### config.mk
export PLATFORM = sky130hd
export DESIGN_NAME = scd_port
export DESIGN_NICKNAME = d
export VERILOG_FILES = /design/src/core/scd_pkg.sv /design/src/core/scd_code_if.sv /design/src/core/scd_codec.sv /design/src/core/scd_port.sv
export SDC_FILE = /design/constraint.sdc
export NUM_CORES = 1
export LEC_CHECK = 0
export BUFFER_PORTS_ARGS = -buffer_cell sky130_fd_sc_hd__buf_2
export CORE_MARGIN = 2
export CORE_UTILIZATION = 55
export CTS_CLUSTER_SIZE = 28
export DETAILED_ROUTE_END_ITERATION = 16
export PLACE_DENSITY = 0.83
export SLEW_MARGIN = 20
export SYNTH_ARGS = -nofsm -noshare
export SYNTH_HDL_FRONTEND = slang
export SYNTH_SLANG_ARGS = --single-unit
### constraint.sdc
create_clock -name core_clk -period 10.85 [get_ports core_clk]
set_clock_uncertainty 0.05 [all_clocks]
set_input_delay 1.085 -clock core_clk [delete_from_list [all_inputs] [get_ports core_clk]]
set_output_delay 1.085 -clock core_clk [all_outputs]
set_load 0.1 [all_outputs]
### src/core/scd_pkg.sv
// Shared constants for the serdes parallel codec port
package scd_pkg;
   localparam int WORD_W = 10;
   localparam int BYTE_W = 8;
   localparam int TX_K_BIT = 8;
   localparam int RX_K_BIT = 8;
   localparam int RX_LCV_BIT = 9;
   localparam int BAL6 = 3;
   localparam int BAL4 = 2;
   localparam int COMMA_W = 7;
   localparam int OFF_W = 4;
   localparam logic [4:0] WIN_TOP = 5'h13;
   localparam logic [6:0] COMMA_POS = 7'h1F;
   localparam logic [6:0] COMMA_NEG = 7'h60;
   localparam logic [4:0] K28_X = 5'h1C;
   localparam logic [2:0] Y7 = 3'h7;
   localparam logic [5:0] K28_6B = 6'h0F;
   localparam logic [5:0] D7_6B = 6'h38;
   localparam logic [3:0] D3_4B = 4'hC;
   localparam logic [3:0] A7_4B = 4'h7;
   typedef enum logic {
      SCD_RX_WRITE = 1'b0,
      SCD_RX_READ = 1'b1
   } scd_rxmode_e;
endpackage : scd_pkg

### src/core/scd_code_if.sv
// Carrier between port logic and the 8b/10b codec
`timescale 1ns/1ns
`default_nettype none
interface scd_code_if;
   logic tx_go;
   logic [scd_pkg::BYTE_W-1:0] tx_byte;
   logic tx_k;
   logic [scd_pkg::WORD_W-1:0] tx_code;
   logic rx_go;
   logic [scd_pkg::WORD_W-1:0] rx_code;
   logic [scd_pkg::BYTE_W-1:0] rx_byte;
   logic rx_k;
   logic rx_viol;
   modport port (output tx_go, tx_byte, tx_k, rx_go, rx_code,
                 input tx_code, rx_byte, rx_k, rx_viol);
   modport codec (input tx_go, tx_byte, tx_k, rx_go, rx_code,
                  output tx_code, rx_byte, rx_k, rx_viol);
endinterface : scd_code_if
`default_nettype wire

### src/core/scd_codec.sv
// 8b/10b encoder and decoder with running disparity
`timescale 1ns/1ns
`default_nettype none
module scd_codec (
   input wire logic core_clk,
   input wire logic rst,
   scd_code_if.codec cif
);
   // RD- column; code bit order a..i then f..j, a in the top bit
   localparam logic [5:0] T6 [32] = '{
      6'h27, 6'h1D, 6'h2D, 6'h31, 6'h35, 6'h29, 6'h19, 6'h38,
      6'h39, 6'h25, 6'h15, 6'h34, 6'h0D, 6'h2C, 6'h1C, 6'h17,
      6'h1B, 6'h23, 6'h13, 6'h32, 6'h0B, 6'h2A, 6'h1A, 6'h3A,
      6'h33, 6'h26, 6'h16, 6'h36, 6'h0E, 6'h2E, 6'h1E, 6'h2B};
   localparam logic [3:0] T4 [8] = '{
      4'hB, 4'h9, 4'h5, 4'hC, 4'hD, 4'hA, 4'h6, 4'hE};

   function automatic logic [5:0] pol6(input logic [5:0] v, input logic rd);
      logic flip;
      flip = ($countones(v) != scd_pkg::BAL6) || (v == scd_pkg::D7_6B);
      return (rd && flip) ? ~v : v;
   endfunction : pol6

   function automatic logic [3:0] pol4(input logic [3:0] v, input logic rd);
      logic flip;
      flip = ($countones(v) != scd_pkg::BAL4) || (v == scd_pkg::D3_4B);
      return (rd && flip) ? ~v : v;
   endfunction : pol4

   logic rd_tx_r;
   logic rd_rx_r;
   logic [4:0] ex;
   logic [2:0] ey;
   logic [5:0] e6;
   logic [3:0] e4;
   logic rd_e6;
   logic rd_e4;
   logic a7;
   assign ex = cif.tx_byte[4:0];
   assign ey = cif.tx_byte[7:5];
   logic k28_tx;
   logic [3:0] sel4;
   assign k28_tx = cif.tx_k && (ex == scd_pkg::K28_X);
   assign e6 = pol6(k28_tx ? scd_pkg::K28_6B : T6[ex], rd_tx_r);
   assign rd_e6 = rd_tx_r ^ ($countones(e6) != scd_pkg::BAL6);
   // Alternate y7 avoids a run of five equal bits
   assign a7 = (ey == scd_pkg::Y7) && (cif.tx_k
      || (!rd_e6 && (ex inside {5'h11, 5'h12, 5'h14}))
      || (rd_e6 && (ex inside {5'h0B, 5'h0D, 5'h0E})));
   assign sel4 = a7 ? scd_pkg::A7_4B : T4[ey];
   // K28 tail is the positive column, inverted whole when starting positive
   assign e4 = k28_tx ? (pol4(sel4, 1'b1) ^ {4{rd_tx_r}}) : pol4(sel4, rd_e6);
   assign rd_e4 = rd_e6 ^ ($countones(e4) != scd_pkg::BAL4);
   assign cif.tx_code = {e6, e4};

   logic [5:0] s6;
   logic [3:0] s4;
   logic [3:0] s4_line;
   logic flip4;
   logic [4:0] dx;
   logic [2:0] dy;
   logic hit6, ok6, hit4, ok4, k28, da7, rd_d6, rd_d4;
   assign s6 = cif.rx_code[9:4];
   assign s4_line = cif.rx_code[3:0];
   // Balanced K28 tails come inverted after the negative (110000) comma half
   assign flip4 = (s6 == ~scd_pkg::K28_6B) && ($countones(s4_line) == scd_pkg::BAL4)
      && (s4_line != scd_pkg::D3_4B) && (s4_line != ~scd_pkg::D3_4B);
   assign s4 = flip4 ? ~s4_line : s4_line;

   always_comb begin
      dx = '0;
      dy = '0;
      hit6 = 1'b0;
      ok6 = 1'b0;
      hit4 = 1'b0;
      ok4 = 1'b0;
      da7 = 1'b0;
      for (int i = 0; i < 32; i++) begin
         if (s6 == pol6(T6[i], 1'b0) || s6 == pol6(T6[i], 1'b1)) begin
            dx = 5'(i);
            hit6 = 1'b1;
            ok6 = (s6 == pol6(T6[i], rd_rx_r));
         end
      end
      k28 = (s6 == scd_pkg::K28_6B) || (s6 == ~scd_pkg::K28_6B);
      if (k28) begin
         dx = scd_pkg::K28_X;
         hit6 = 1'b1;
         ok6 = (s6 == pol6(scd_pkg::K28_6B, rd_rx_r));
      end
      if ($countones(s6) > scd_pkg::BAL6) rd_d6 = 1'b1;
      else if ($countones(s6) < scd_pkg::BAL6) rd_d6 = 1'b0;
      else rd_d6 = rd_rx_r;
      for (int j = 0; j < 8; j++) begin
         if (s4 == pol4(T4[j], 1'b0) || s4 == pol4(T4[j], 1'b1)) begin
            dy = 3'(j);
            hit4 = 1'b1;
            ok4 = (s4 == pol4(T4[j], rd_d6));
         end
      end
      if (s4 == scd_pkg::A7_4B || s4 == ~scd_pkg::A7_4B) begin
         dy = scd_pkg::Y7;
         da7 = 1'b1;
         hit4 = 1'b1;
         ok4 = (s4 == pol4(scd_pkg::A7_4B, rd_d6));
      end
      if ($countones(s4) > scd_pkg::BAL4) rd_d4 = 1'b1;
      else if ($countones(s4) < scd_pkg::BAL4) rd_d4 = 1'b0;
      else rd_d4 = rd_d6;
   end

   assign cif.rx_byte = {dy, dx};
   assign cif.rx_k = k28 || (da7 && (dx inside {5'h17, 5'h1B, 5'h1D, 5'h1E}));
   // Unknown group or wrong disparity
   assign cif.rx_viol = !(hit6 && ok6 && hit4 && ok4);

   always_ff @(posedge core_clk or posedge rst) begin
      if (rst) begin
         rd_tx_r <= 1'b0;
         rd_rx_r <= 1'b0;
      end else begin
         if (cif.tx_go) rd_tx_r <= rd_e4;
         if (cif.rx_go) rd_rx_r <= rd_d4;
      end
   end
endmodule : scd_codec
`default_nettype wire

### src/core/scd_port.sv
// Parallel-side port: tx word capture, rx word delivery, line status
`timescale 1ns/1ns
`default_nettype none
// Operation
// 10-bit mode: transmit word goes out unencoded, bit 9 first
// 8-bit mode: transmit bits 7..0 pass through the 8b/10b encoder
// 8-bit mode: transmit bit 8 picks control versus data group
// Transmit bit 8 is ordinary data in 10-bit mode
// Host holds transmit bit 9 low in 8-bit mode
// 10-bit mode: receive word is the raw aligned code-group
// 8-bit mode: receive bits 7..0 carry the decoded byte
// 8-bit mode: receive bit 8 high for control groups
// 8-bit mode: receive bit 9 pulses one output cycle per violation
// Host keeps transmit clock frequency-locked to the reference
// Write mode: receive clock pin drives the recovered clock
// Read mode: receive clock is input, word updates on both edges
// Host supplies read clock locked to incoming data rate
// System clock output runs only while mode select is low
// Loss of signal reported only in 8-bit mode
// Lock status output is low while the receive PLL is locked
// Comma flag needs lock; alignment snaps to comma when enabled
// One mode input sets 8-bit or 10-bit for both paths
// Transmit word sampled once per transmit clock, then held
module scd_port (
   input wire logic core_clk,
   input wire logic rst,
   input wire logic word_mode_8b,
   input wire logic rx_clock_read_mode,
   input wire logic comma_align_enable,
   input wire logic operating_mode_select,
   input wire logic tx_parallel_clock,
   input wire logic [scd_pkg::WORD_W-1:0] tx_word,
   output logic [scd_pkg::WORD_W-1:0] tx_code_group,
   output logic tx_group_valid,
   input wire logic [scd_pkg::WORD_W-1:0] rx_code_group,
   input wire logic rx_group_valid,
   input wire logic rx_parallel_clock_i,
   output logic rx_parallel_clock_o,
   output logic rx_parallel_clock_oe_n,
   output logic [scd_pkg::WORD_W-1:0] rx_parallel_word,
   input wire logic system_clock_src,
   output logic system_clock_out,
   input wire logic signal_detect,
   output logic loss_of_signal,
   input wire logic rx_pll_locked,
   output logic rx_pll_unlocked_n,
   output logic comma_found
);
   localparam int PIN_W = scd_pkg::WORD_W + 5;
   localparam int W = scd_pkg::WORD_W;

   scd_code_if cif ();
   scd_codec u_codec (
      .core_clk(core_clk),
      .rst(rst),
      .cif(cif)
   );

   // Pin inputs cross into core_clk through two flops
   logic [PIN_W-1:0] pin_s1_r;
   logic [PIN_W-1:0] pin_s2_r;
   logic txc_s, rxc_s, lock_s, sig_s, opm_s;
   logic [W-1:0] txw_s;
   assign {txc_s, rxc_s, lock_s, sig_s, opm_s, txw_s} = pin_s2_r;

   logic txc_d_r, rxc_d_r;
   logic tx_edge, rx_edge;
   assign tx_edge = txc_s & ~txc_d_r;
   assign rx_edge = rxc_s ^ rxc_d_r;

   // Transmit path
   logic [W-1:0] tx_code_r, tx_code_nxt;
   logic tx_valid_r;
   assign cif.tx_go = tx_edge & word_mode_8b;
   assign cif.tx_byte = txw_s[scd_pkg::BYTE_W-1:0];
   assign cif.tx_k = txw_s[scd_pkg::TX_K_BIT];
   // Bit 9 is assumed low from the host in 8-bit mode and is dropped
   assign tx_code_nxt = word_mode_8b ? cif.tx_code : txw_s;

   // Comma search over two consecutive groups
   logic [W-1:0] prev_r;
   logic [2*W-1:0] win;
   logic [W-1:0] hit;
   logic [scd_pkg::OFF_W-1:0] off_r, first_off, cur_off;
   logic [W-1:0] grp;
   assign win = {prev_r, rx_code_group};
   for (genvar o = 0; o < W; o++) begin : g_comma
      assign hit[o] = (win[2*W-1-o -: scd_pkg::COMMA_W] == scd_pkg::COMMA_POS)
                   || (win[2*W-1-o -: scd_pkg::COMMA_W] == scd_pkg::COMMA_NEG);
   end

   function automatic logic [scd_pkg::OFF_W-1:0] lowest(input logic [W-1:0] h);
      logic [scd_pkg::OFF_W-1:0] f;
      f = '0;
      for (int i = W - 1; i >= 0; i--) begin
         if (h[i]) f = scd_pkg::OFF_W'(i);
      end
      return f;
   endfunction : lowest

   assign first_off = lowest(hit);
   assign cur_off = (comma_align_enable && |hit) ? first_off : off_r;
   assign grp = win[scd_pkg::WIN_TOP - {1'b0, cur_off} -: W];

   // Receive path
   logic [W-1:0] rx_word_nxt, rx_pend_r, rx_word_r, rx_src;
   logic rx_upd, rx_clk_o_r, read_mode;
   assign read_mode = (rx_clock_read_mode == scd_pkg::SCD_RX_READ);
   assign cif.rx_go = rx_group_valid & word_mode_8b;
   assign cif.rx_code = grp;
   assign rx_word_nxt = word_mode_8b
      ? {cif.rx_viol, cif.rx_k, cif.rx_byte}
      : grp;
   assign rx_upd = read_mode ? rx_edge : rx_group_valid;
   assign rx_src = read_mode ? rx_pend_r : rx_word_nxt;

   logic los_r, unl_r, comma_r;

   always_ff @(posedge core_clk or posedge rst) begin
      if (rst) begin
         pin_s1_r <= '0;
         pin_s2_r <= '0;
         txc_d_r <= 1'b0;
         rxc_d_r <= 1'b0;
      end else begin
         pin_s1_r <= {tx_parallel_clock, rx_parallel_clock_i, rx_pll_locked,
                      signal_detect, operating_mode_select, tx_word};
         pin_s2_r <= pin_s1_r;
         txc_d_r <= txc_s;
         rxc_d_r <= rxc_s;
      end
   end

   always_ff @(posedge core_clk or posedge rst) begin
      if (rst) begin
         tx_code_r <= '0;
         tx_valid_r <= 1'b0;
      end else begin
         tx_valid_r <= tx_edge;
         if (tx_edge) tx_code_r <= tx_code_nxt;
      end
   end

   always_ff @(posedge core_clk or posedge rst) begin
      if (rst) begin
         prev_r <= '0;
         off_r <= '0;
      end else if (rx_group_valid) begin
         prev_r <= rx_code_group;
         if (comma_align_enable && |hit) off_r <= first_off;
      end
   end

   always_ff @(posedge core_clk or posedge rst) begin
      if (rst) begin
         rx_pend_r <= '0;
         rx_word_r <= '0;
         rx_clk_o_r <= 1'b0;
      end else begin
         if (rx_group_valid) rx_pend_r <= rx_word_nxt;
         // A shown violation is not shown again on the next edge
         else if (rx_upd && word_mode_8b) rx_pend_r[scd_pkg::RX_LCV_BIT] <= 1'b0;
         if (rx_upd) rx_word_r <= rx_src;
         if (rx_group_valid && !read_mode) rx_clk_o_r <= ~rx_clk_o_r;
      end
   end

   always_ff @(posedge core_clk or posedge rst) begin
      if (rst) begin
         los_r <= 1'b0;
         unl_r <= 1'b1;
         comma_r <= 1'b0;
      end else begin
         los_r <= word_mode_8b & ~sig_s;
         unl_r <= ~lock_s;
         comma_r <= lock_s & (comma_r | (rx_group_valid & |hit));
      end
   end

   assign tx_code_group = tx_code_r;
   assign tx_group_valid = tx_valid_r;
   assign rx_parallel_word = rx_word_r;
   assign rx_parallel_clock_o = rx_clk_o_r;
   assign rx_parallel_clock_oe_n = read_mode;
   // Gated pass-through; the source comes from the on-chip PLL
   assign system_clock_out = system_clock_src & ~opm_s;
   assign loss_of_signal = los_r;
   assign rx_pll_unlocked_n = unl_r;
   assign comma_found = comma_r;
endmodule : scd_port
`default_nettype wire

### Yosys cells after proc, flatten, opt, wreduce, memory -nomap -nowiden

Memories as Yosys holds them, arrays and structs flattened.
Cells that the tools add are included.

| cells by class | value |
|---|---|
| shifts and indexed selects | 1 |
| muxes and demuxes | 177 |
| bitwise logic cells | 22 |
| eq/ne operators | 123 |
| div/mod/pow operators | 0 |
| add/sub/neg operators | 28 |
| reduce and logical (&&, ||, !) cells | 59 |
| order comparisons | 6 |
| multipliers | 0 |

Operator list:

| operator | count |
|---|---|
| 32-bit adder | 10 |
| 5-bit 2-to-1 mux | 31 |
| 6-bit == test, second input constant | 25 |
| 32-bit by 3-bit inequality test with 1-bit output, second input constant | 4 |
| 6-bit 2-to-1 mux | 19 |
| 1-bit 2-to-1 mux | 94 |
| 4-bit 2-to-1 mux | 23 |
| 6-bit == test | 15 |
| 6-bit by 5-bit == test with 1-bit output, second input constant | 14 |
| 7-bit by 5-bit == test with 1-bit output, second input constant | 10 |
| 7-bit == test, second input constant | 10 |
| 32-bit by 3-bit > comparator with 1-bit output, second input constant | 2 |
| 32-bit by 3-bit less-than comparator with 1-bit output, second input constant | 2 |
| 6-bit by 4-bit == test with 1-bit output, second input constant | 7 |
| 5-bit == test, second input constant | 8 |
| 1-bit logical OR | 35 |
| 1-bit by 1-bit adder with 2-bit output | 17 |
| 32-bit by 3-bit == test with 1-bit output, second input constant | 1 |
| 4-bit == test, second input constant | 8 |
| 10-bit 2-to-1 mux | 3 |
| 29-bit by 6-bit indexed part select with 10-bit output | 1 |
| 4-bit == test | 5 |
| 6-bit by 3-bit == test with 1-bit output, second input constant | 3 |
| 4-bit by 3-bit == test with 1-bit output, second input constant | 4 |
| other kinds (26) | 65 |

| storage, ports and cells | value |
|---|---|
| memory bits (writable) | 0 |
| logic and storage cells | 435 |
| output and inout port bits | 27 |
| memories | 2 |
| flip-flop bits (word level) | 83 |
| bits in latches | 0 |
| bits of input ports | 32 |
| bits in read-only memories | 224 |

Memories:

| name | depth | bits a word | read ports | clocked after memory_dff | wr ports | line | RTL |
|---|---|---|---|---|---|---|---|
| (name not given) | 32 | 6 | 1 | 0 | 0 | scd_codec.sv:44 | `assign e6 = pol6(k28_tx ? scd_pkg::K28_6B : T6[ex], rd_tx_r);` |
| (name not given) | 8 | 4 | 1 | 0 | 0 | scd_codec.sv:50 | `assign sel4 = a7 ? scd_pkg::A7_4B : T4[ey];` |

### Longest topological paths before layout

Gate-level depths: netlist (run 1).

| depth | value |
|---|---|
| depth after elaboration | 56 |
| mapped depth | 44 |
| mapped depth without buffers | 44 |

### Hierarchy

From an unflattened synthesis (run 1), not the netlist that was laid out.

| unflattened totals | value |
|---|---|
| cell total of the unflattened synthesis | 1022 |
| area, all modules | 8336.7 um2 |

Modules (own cells, without submodules):

| module | seq. area each (um2) | instances | area an instance (um2) | cells an instance |
|---|---|---|---|---|
| scd_port | 2028.2 | 1 | 4878.4 | 518 |
| scd_codec | 50.0 | 1 | 3458.3 | 504 |

### Worst setup path after synthesis (run 1)

Ideal clock, no wire load.

| path | value |
|---|---|
| path kind | flip-flop to flip-flop |
| start | reg pin_s2_r[3] |
| end | reg u_codec.rd_tx_r |
| data required time | 10705 ps |
| slack | 2243 ps |
| library setup time | 95 ps |
| arrival time | 8462 ps |
| period minus slack after synthesis | 8607 ps |
| cell stages (with the launch flop) | 41 |
| path through | dfrtp_1 > clkbuf_1 > clkinv_1 > mux2_2 > mux4_2 > nor2_1 > ha_1 > fa_1 > ha_1 > nand4_1 > nand2_1 > or2_2 > o21ai_0 > fa_1 > ha_1 > nand2_1 > nor3_1 > xnor2_1 > [5 not listed] > a22oi_1 > inv_1 > ha_1 > ha_1 > inv_1 > fa_1 > a211oi_1 > nand2_1 > a21oi_1 > xor2_1 > ha_1 > ha_1 > inv_1 > fa_1 > nor2_1 > nand2_1 > xnor2_1 > o31ai_1 |

| on the way | value |
|---|---|
| cells in the longest elaborated chain, start to end | 34 |
| elaborated cells between the ends (all ways) | 57 |

Ends and longest elaborated chain:

| what | line | RTL |
|---|---|---|
| start, declared | scd_port.sv:61 | `logic [PIN_W-1:0] pin_s2_r;` |
| start signal, assigned | scd_port.sv:128 | `pin_s2_r <= pin_s1_r;` |
| 5-bit inverter with 6-bit output (not written as such) | scd_codec.sv:44 |  |
| memory 32 x 6 bit | - |  |
| 6-bit 2-to-1 mux (not written as such) (2 in series) | scd_codec.sv:44 |  |
| 6-bit 2-to-1 mux | scd_codec.sv:44 |  |
| 1-bit by 1-bit adder with 2-bit output (not written as such) | scd_codec.sv:20 | `flip = ($countones(v) != scd_pkg::BAL6) \|\| (v == scd_pkg::D7_6B);` |
| 32-bit adder (not written as such) (2 in series) | scd_codec.sv:20 |  |
| 32-bit by 3-bit inequality test with 1-bit output | scd_codec.sv:20 |  |
| 1-bit logical OR | scd_codec.sv:20 |  |
| [16 not listed] | - |  |
| 1-bit logical OR | scd_codec.sv:26 | `flip = ($countones(v) != scd_pkg::BAL4) \|\| (v == scd_pkg::D3_4B);` |
| 4-bit 2-to-1 mux / 1-bit logical AND (equally long branches) | scd_codec.sv:27 | `return (rd && flip) ? ~v : v;` |
| 4-bit bitwise XOR / 4-bit 2-to-1 mux (equally long branches) | scd_codec.sv:52, scd_codec.sv:27 |  |
| 4-bit 2-to-1 mux | scd_codec.sv:52 | `assign e4 = k28_tx ? (pol4(sel4, 1'b1) ^ {4{rd_tx_r}}) : pol4(sel4, rd_e6);` |
| 1-bit by 1-bit adder with 2-bit output (not written as such) | scd_codec.sv:53 | `assign rd_e4 = rd_e6 ^ ($countones(e4) != scd_pkg::BAL4);` |
| 32-bit adder (not written as such) | scd_codec.sv:53 |  |
| 32-bit by 3-bit inequality test with 1-bit output | scd_codec.sv:53 |  |
| 1-bit bitwise XOR * | scd_codec.sv:53 |  |
| end signal, assigned | scd_codec.sv:122 | `if (cif.tx_go) rd_tx_r <= rd_e4;` |
| end, declared | scd_codec.sv:30 | `logic rd_tx_r;` |

Mark *: on every way between the ends. The rest lies on a longest branch, timed or not. The select of a mux whose other input is x is not followed.
A chain may end at the register's enable or synchronous reset.

### Worst setup path in the final report (run 1)

Same ends and word-level chain as after synthesis.

==> flow_summary.ini, run 1 <==
[yosys]
synth-simple-area-share_pct = 19.6
ys_top_cells_by_count = nand2_1 (92), dfrtp_1 (82), inv_1 (72), nor2_1 (63)
synth_cell_type_count = 100
synth_edf_count = 0
synth.most_common_cell = nand2_1
seq_area_frac_synth_pct = 24.1
ys.flop_type = dfrtp_1
synthAdderAreaFrac_pct = 9.33
synth-compound-area-share_pct = 29.3
postSynthCellCount = 1042
syn-num-nets = 1133
synth_top_area_cell = dfrtp_1
synth_top_area_share_pct = 23.8
netlist_area_um2 = 8640
synth_top_family_by_area = compound AO/OA/AOI/OAI gates
yosys-top-cells-area = dfrtp_1 (24%), ha_1 (7.2%), mux2i_1 (5.2%)
ys_ff_latch = 83
postSynthAreaPerCell_um2 = 8.29
ys_warn_count = 0
synth_xor_area_share_pct = 2.13
muxShareOfSynthArea_pct = 8.24
async_flop_share_pct = 100

[sta]
worst_hold_slack_ps = 297
fmax_ghz = 0.0985
slew_headroom_pct = 36.6
finalCritPeriodShare_pct = 93.5
rsz0062_at_grt = false
finalCriticalPeriod_ps = 10150
finalSetupViolCount = 0
hold_viol_final = 0
setup_tns_ps = 0
finalMaxSlewViolations = 0
tightestPinTransition_ps = 939

[floorplanning]
top_level_ports = 59
dieArea_um2 = 16700
die_h_um = 129
initial_utilization_pct = 56.6
num_rows = 45
core_um2 = 15300
die_width_um = 129

[finish]
regArea_um2 = 2080
multi_input_area_um2 = 5920
fin_cells = 1262
layout.nets = 1137
layout-area-overhead-vs-synth_pct = 7.10
num_antenna_cells = 0
nFillCells = 1321
drive_gt1_share_pct = 13.7

[routing]
drc = 0
vias_per_cell = 6.69
num_vias = 8442
drtPass1Iterations = 6
drtIter0Drc = 966
wirelength_um = 24700
wl_per_cell_um = 19.6
detail-route-antenna-nets = 0

[clock_tree]
htreeDepth = 3
clock_latency_ps = 350
hold_buffers = 0
clk_pin_slew_ps = 70
cts_buffers = 9
cts_setup_buffers = 0
clock_path_buffers = 2
cts_tree = done
ctsResizeCount = 0
clock-sinks = 83
cts_root_buf = clkbuf_16

[pwr]
powerDensity_nw_per_um2 = 329
p_leak_nw = 3.95
vdd_drop_max_v = 0.000213

[critical_path]
cpMostUsedCell = ha_1
crit_slowest_cell = dfrtp_1
worstPathMaxFanout = 16
cp_data_required_time_ps = 11040
max_stage_delay_ps = 630
end_kind = register
arrival_ps = 10340
crit_type = register to register
setup.worst_path.start_class = register

[hold_path]
hold_class = register to register

[placement]
place_hpwl_um = 17800
numPlacedInstances = 1246
port_buffers = 58
place_congestion = 0.971

[global_route]
grt_pass1_vias = 7921
grt_use_met2_pct = 48.1
grt_max_degree = 84
grt.met3_usage_pct = 4.34
grt_antenna_before_repair = 0
grt_overflow_total = 0
grt.busiest_layer = met2
grt_first_pass_wirelength_um = 40200
use_met1_pct = 40.6
grt.total_usage_pct = 29.6

[job]
maxCapViolations = 0

[outcome]
outcome = complete, no violations
-- worst max-delay path, delay by kind of cell, from the launching register on --
kind,cells,cell delay [ps]
adders and majority gates,11,3540
AOI/OAI and AO/OA,7,1860
and+or+nand+nor,11,1830
muxes,2,810
buffers and inverters,5,660
xor gates and xnor gates,3,640
DFF,1,630
-- stage by stage --
step	setup WS, ps	utilization, %	power (mW)	cell area [um2]
2_1_floorplan	2240	-	2.16	8640
3_3_place_gp	1400	58.3	2.56	8890
3_5_place_dp	1110	58.3	2.62	8890
4_1_cts	807	60.6	3.00	9240
5_1_grt	103	60.6	3.27	9250
6_report	701	60.6	3.05	9250
-- flip-flops by register name (all words and copies together) (netlist names) --
register             count
u_codec.rd_tx_r          1
rx_parallel_word        10
tx_group_valid           1
off_r                    4
tx_code_group           10
txc_d_r                  1
prev_r                  10
pin_s1_r                15
u_codec.rd_rx_r          1
rx_parallel_clock_o      1
rxc_d_r                  1
comma_found              1
loss_of_signal           1
rx_pll_unlocked_n        1
pin_s2_r                15
rx_pend_r               10
-- area by class of cell --
class	count	area share, %
Timing Repair Buffer	64	3.67
Tap cell	211	2.85
Multi-Input combinational cell	810	64.0
Inverter	78	3.18
Clock buffer	9	2.43
Clock inverter	7	1.38
Sequential cell	83	22.5
-- layout by cell type (no fill, tap or decap), types with 13 or more instances in the layout --
master and instances:
a21oi_1 60, a32oi_1 13, and2_1 15, and3_1 18
buf_2 58, dfrtp_1 82, ha_1 50, inv_1 71
mux2_2 17, mux2i_1 45, nand2_1 92, nand3_1 38
nand4_1 14, nor2_1 63, nor3_1 18, o211ai_1 18
o21ai_0 61, o221ai_1 13, o22ai_1 21, xnor2_1 15
-- layer usage --
layer	wire length, um	vias to the layer above
met5	0	-
met4	607	0
met3	1930	60
met2	11700	435
met1	10400	4050
li1	-	3897
-- cells by family after synthesis --
family	after synthesis
AO/OA/AOI/OAI	335
XOR/XNOR	21
adder cells (fa/ha/maj)	59
buffers and inverters	149
flip-flops	83
multiplexers	66
AND/OR/NAND/NOR	329
-- power breakdown --
group	leakage [nW]	internal [mW]	switching (mW)
clock network	0.173	0.229	0.136
logic	2.79	0.748	1.48
registers	0.989	0.377	0.0732
-- path summary, 6_finish.rpt --
path,startpoint,to,slack (ps),depth (start not counted)
min in group asynchronous,rst,rx_parallel_word[1],890,3
hold reg to reg,pin_s1_r[1],pin_s2_r[1],300,0
max in group asynchronous,rst,rx_parallel_word[0],9370,3
hold / removal,pin_s1_r[1],pin_s2_r[1],300,0
setup reg to reg,pin_s2_r[3],u_codec.rd_tx_r,700,39
setup / recovery,pin_s2_r[3],u_codec.rd_tx_r,700,39
(Power assumes the default switching activity.)
==> run 2: changes to the inputs <==
--- a/config.mk
+++ b/config.mk
@@ -14,4 +14,6 @@
 export SLEW_MARGIN = 20
 export SYNTH_ARGS = -nofsm -noshare
 export SYNTH_HDL_FRONTEND = slang
+export SYNTH_HIERARCHICAL = 1
 export SYNTH_SLANG_ARGS = --single-unit
+export TNS_END_PERCENT = 20
==> flow_summary.ini, run 2 <==
[finish]
num_antenna_cells = 0
nFillCells = 1270
drive_gt1_share_pct = 14.3
fin_util_pct = 60.3
layout.nets = 1104
final_common_cell = nand2_1
regArea_um2 = 2080
layout-area-overhead-vs-synth_pct = 5.84
layout_common_cells = nand2_1 (92), dfrtp_1 (82), nor2_1 (78), a21oi_1 (67), inv_1 (61)
top_regs = pin_s1_r: 15 flops, pin_s2_r: 15 flops
multi_input_area_um2 = 5670

[pwr]
power.internal_mw = 1.26
powerDensity_nw_per_um2 = 332
combPwrFrac_pct = 74.9
clkPwrFrac_pct = 9.8
vdd_drop_max_v = 0.000169
switchingPower_mw = 1.67
p_seq_share_pct = 15.2
p_leak_nw = 3.77
swShare_pct = 56.9

[global_route]
grt_overflow_total = 0
grt_pass1_vias = 7252
grt_antenna_before_repair = 0
grt.total_usage_pct = 28.5
grt_first_pass_wirelength_um = 37300
grt_max_degree = 80

[routing]
wirelength_um = 23000
detail-route-antenna-nets = 0
drtIter0Drc = 922
drtPass1Iterations = 5
drc = 0
vias_per_cell = 6.62
wl_per_cell_um = 18.9
num_vias = 8026

[yosys]
netlist_area_um2 = 8340
synth_top_area_cell = dfrtp_1
ys_ff_latch = 83
async_flop_share_pct = 100
synth_cell_type_count = 104
syn-num-nets = 1101
yosys-top-cells-area = dfrtp_1 (25%), mux2i_1 (5.5%), ha_1 (5.4%)
synth.most_common_cell = nand2_1
postSynthCellCount = 1022
ys.flop_type = dfrtp_1
ys_warn_count = 6
seq_area_frac_synth_pct = 24.9
synth_top_area_share_pct = 24.6
ys_top_cells_by_count = nand2_1 (92), dfrtp_1 (82), nor2_1 (78), a21oi_1 (67), inv_1 (62)
postSynthAreaPerCell_um2 = 8.16
synth_edf_count = 0

[sta]
rsz0062_at_grt = false
tightestPinTransition_ps = 912
setup_tns_ps = 0
finalCriticalPeriod_ps = 9550
finalCritPeriodShare_pct = 88.0
finalMaxSlewViolations = 0
setup_slack_ps = 1300
slew_headroom_pct = 39.1
finalSetupViolCount = 0
worst_hold_slack_ps = 298
fmax_ghz = 0.105
hold_viol_final = 0

[critical_path]
r2r_setup_slack_ps = 1330
arrival_ps = 9720
setup.worst_path.start_class = input port
worstPathMaxFanout = 29
crit_type = input port to register
end_kind = register
cp_data_required_time_ps = 11020

[clock_tree]
cts_setup_buffers = 0
clk_pin_slew_ps = 60
cts_tree = done
hold_buffers = 0
clock_latency_ps = 350
ctsResizeCount = 0
clock_path_buffers = 2
cts_buffers = 9
cts_root_buf = clkbuf_16
clock-sinks = 83
htreeDepth = 3

[placement]
post-place-ws_ps = 1060
place_congestion = 1.00
place_hpwl_um = 16900
port_buffers = 58

[floorplanning]
num_rows = 44
die_h_um = 127
initial_utilization_pct = 56.9
die_width_um = 127
top_level_ports = 59
dieArea_um2 = 16200
core_um2 = 14600

[hold_path]
hold_class = register to register

[outcome]
outcome = complete, no violations

[job]
maxCapViolations = 0
[run 2: per-stage QoR]
| step | std cells | power (mW) | area, um2 |
|---|---|---|---|
| 3_3_place_gp | 1198 | 2.56 | 8540 |
| 6_report | 1213 | 2.93 | 8820 |
| 2_1_floorplan | 1022 | 2.16 | 8340 |
| 5_1_grt | 1213 | 3.16 | 8820 |
| 3_5_place_dp | 1198 | 2.59 | 8540 |
| 4_1_cts | 1213 | 2.89 | 8820 |
[run 2: worst max-delay path: stages]
cell      delay (ps)
buf_2            220
nand2_1          150
or3_1            340
mux4_2           480
nand2_2          130
a211o_1          380
inv_2            280
ha_1             700
clkinv_1         430
mux2_2           390
a221oi_2         380
inv_1            470
fa_1             640
inv_1             50
fa_1             470
inv_1             50
ha_1             180
fa_1             450
a31oi_1          490
xnor2_1          190
o311ai_2         340
a22oi_1          110
o311a_1          360
or4_1            540
a222oi_1         270
o21ai_1          110
[run 2: layer usage]
metal / share of wire [%] / GRT usage, % / wire (um) / up-vias
met1: 43 / 40.1 / 9970 / 3777
met4: 3.4 / 11.1 / 791 / 0
met3: 7.3 / 3.85 / 1670 / 70
met2: 46 / 44.9 / 10500 / 427
met5: 0 / 0 / 0 / -
li1: - / - / - / 3752
[run 2: worst paths after layout]
| check | startpoint | endpoint | cells after the start |
|---|---|---|---|
| min reg2reg | pin_s1_r[4] | pin_s2_r[4] | 0 |
| max | rx_code_group[9] | rx_parallel_word[9] | 26 |
| min | pin_s1_r[4] | pin_s2_r[4] | 0 |
| min in group asynchronous | rst | tx_code_group[5] | 2 |
| max in group asynchronous | rst | off_r[0] | 3 |
| max reg2reg | prev_r[3] | rx_parallel_word[9] | 26 |
[run 2: cell families after synthesis]
logic type      count (synthesis)  synth area share, %
flops                          83                 24.9
compound gates                295                 24.6
buf+inv                       135                 7.05
simple gates                  367                 23.3
xor+xnor                       20                 2.10
fa+ha+maj                      47                 8.04
mux                            75                 10.0
[run 2: power groups by stage]
stage / logic [mW] / clock network (mW) / registers, mW
floorplan: 1.51 / 0 / 0.646
global placement: 2.11 / 0 / 0.446
detailed placement: 2.14 / 0 / 0.449
CTS: 2.16 / 0.290 / 0.443
global route: 2.40 / 0.304 / 0.453
finish: 2.20 / 0.288 / 0.446
[run 2: area by class of cell]
type / count / area share, %
Clock buffer: 9 / 2.55
Tap cell: 184 / 2.61
Clock inverter: 6 / 0.567
Multi-Input combinational cell: 804 / 64.3
Timing Repair Buffer: 62 / 3.67
Sequential cell: 83 / 23.6
Inverter: 65 / 2.78
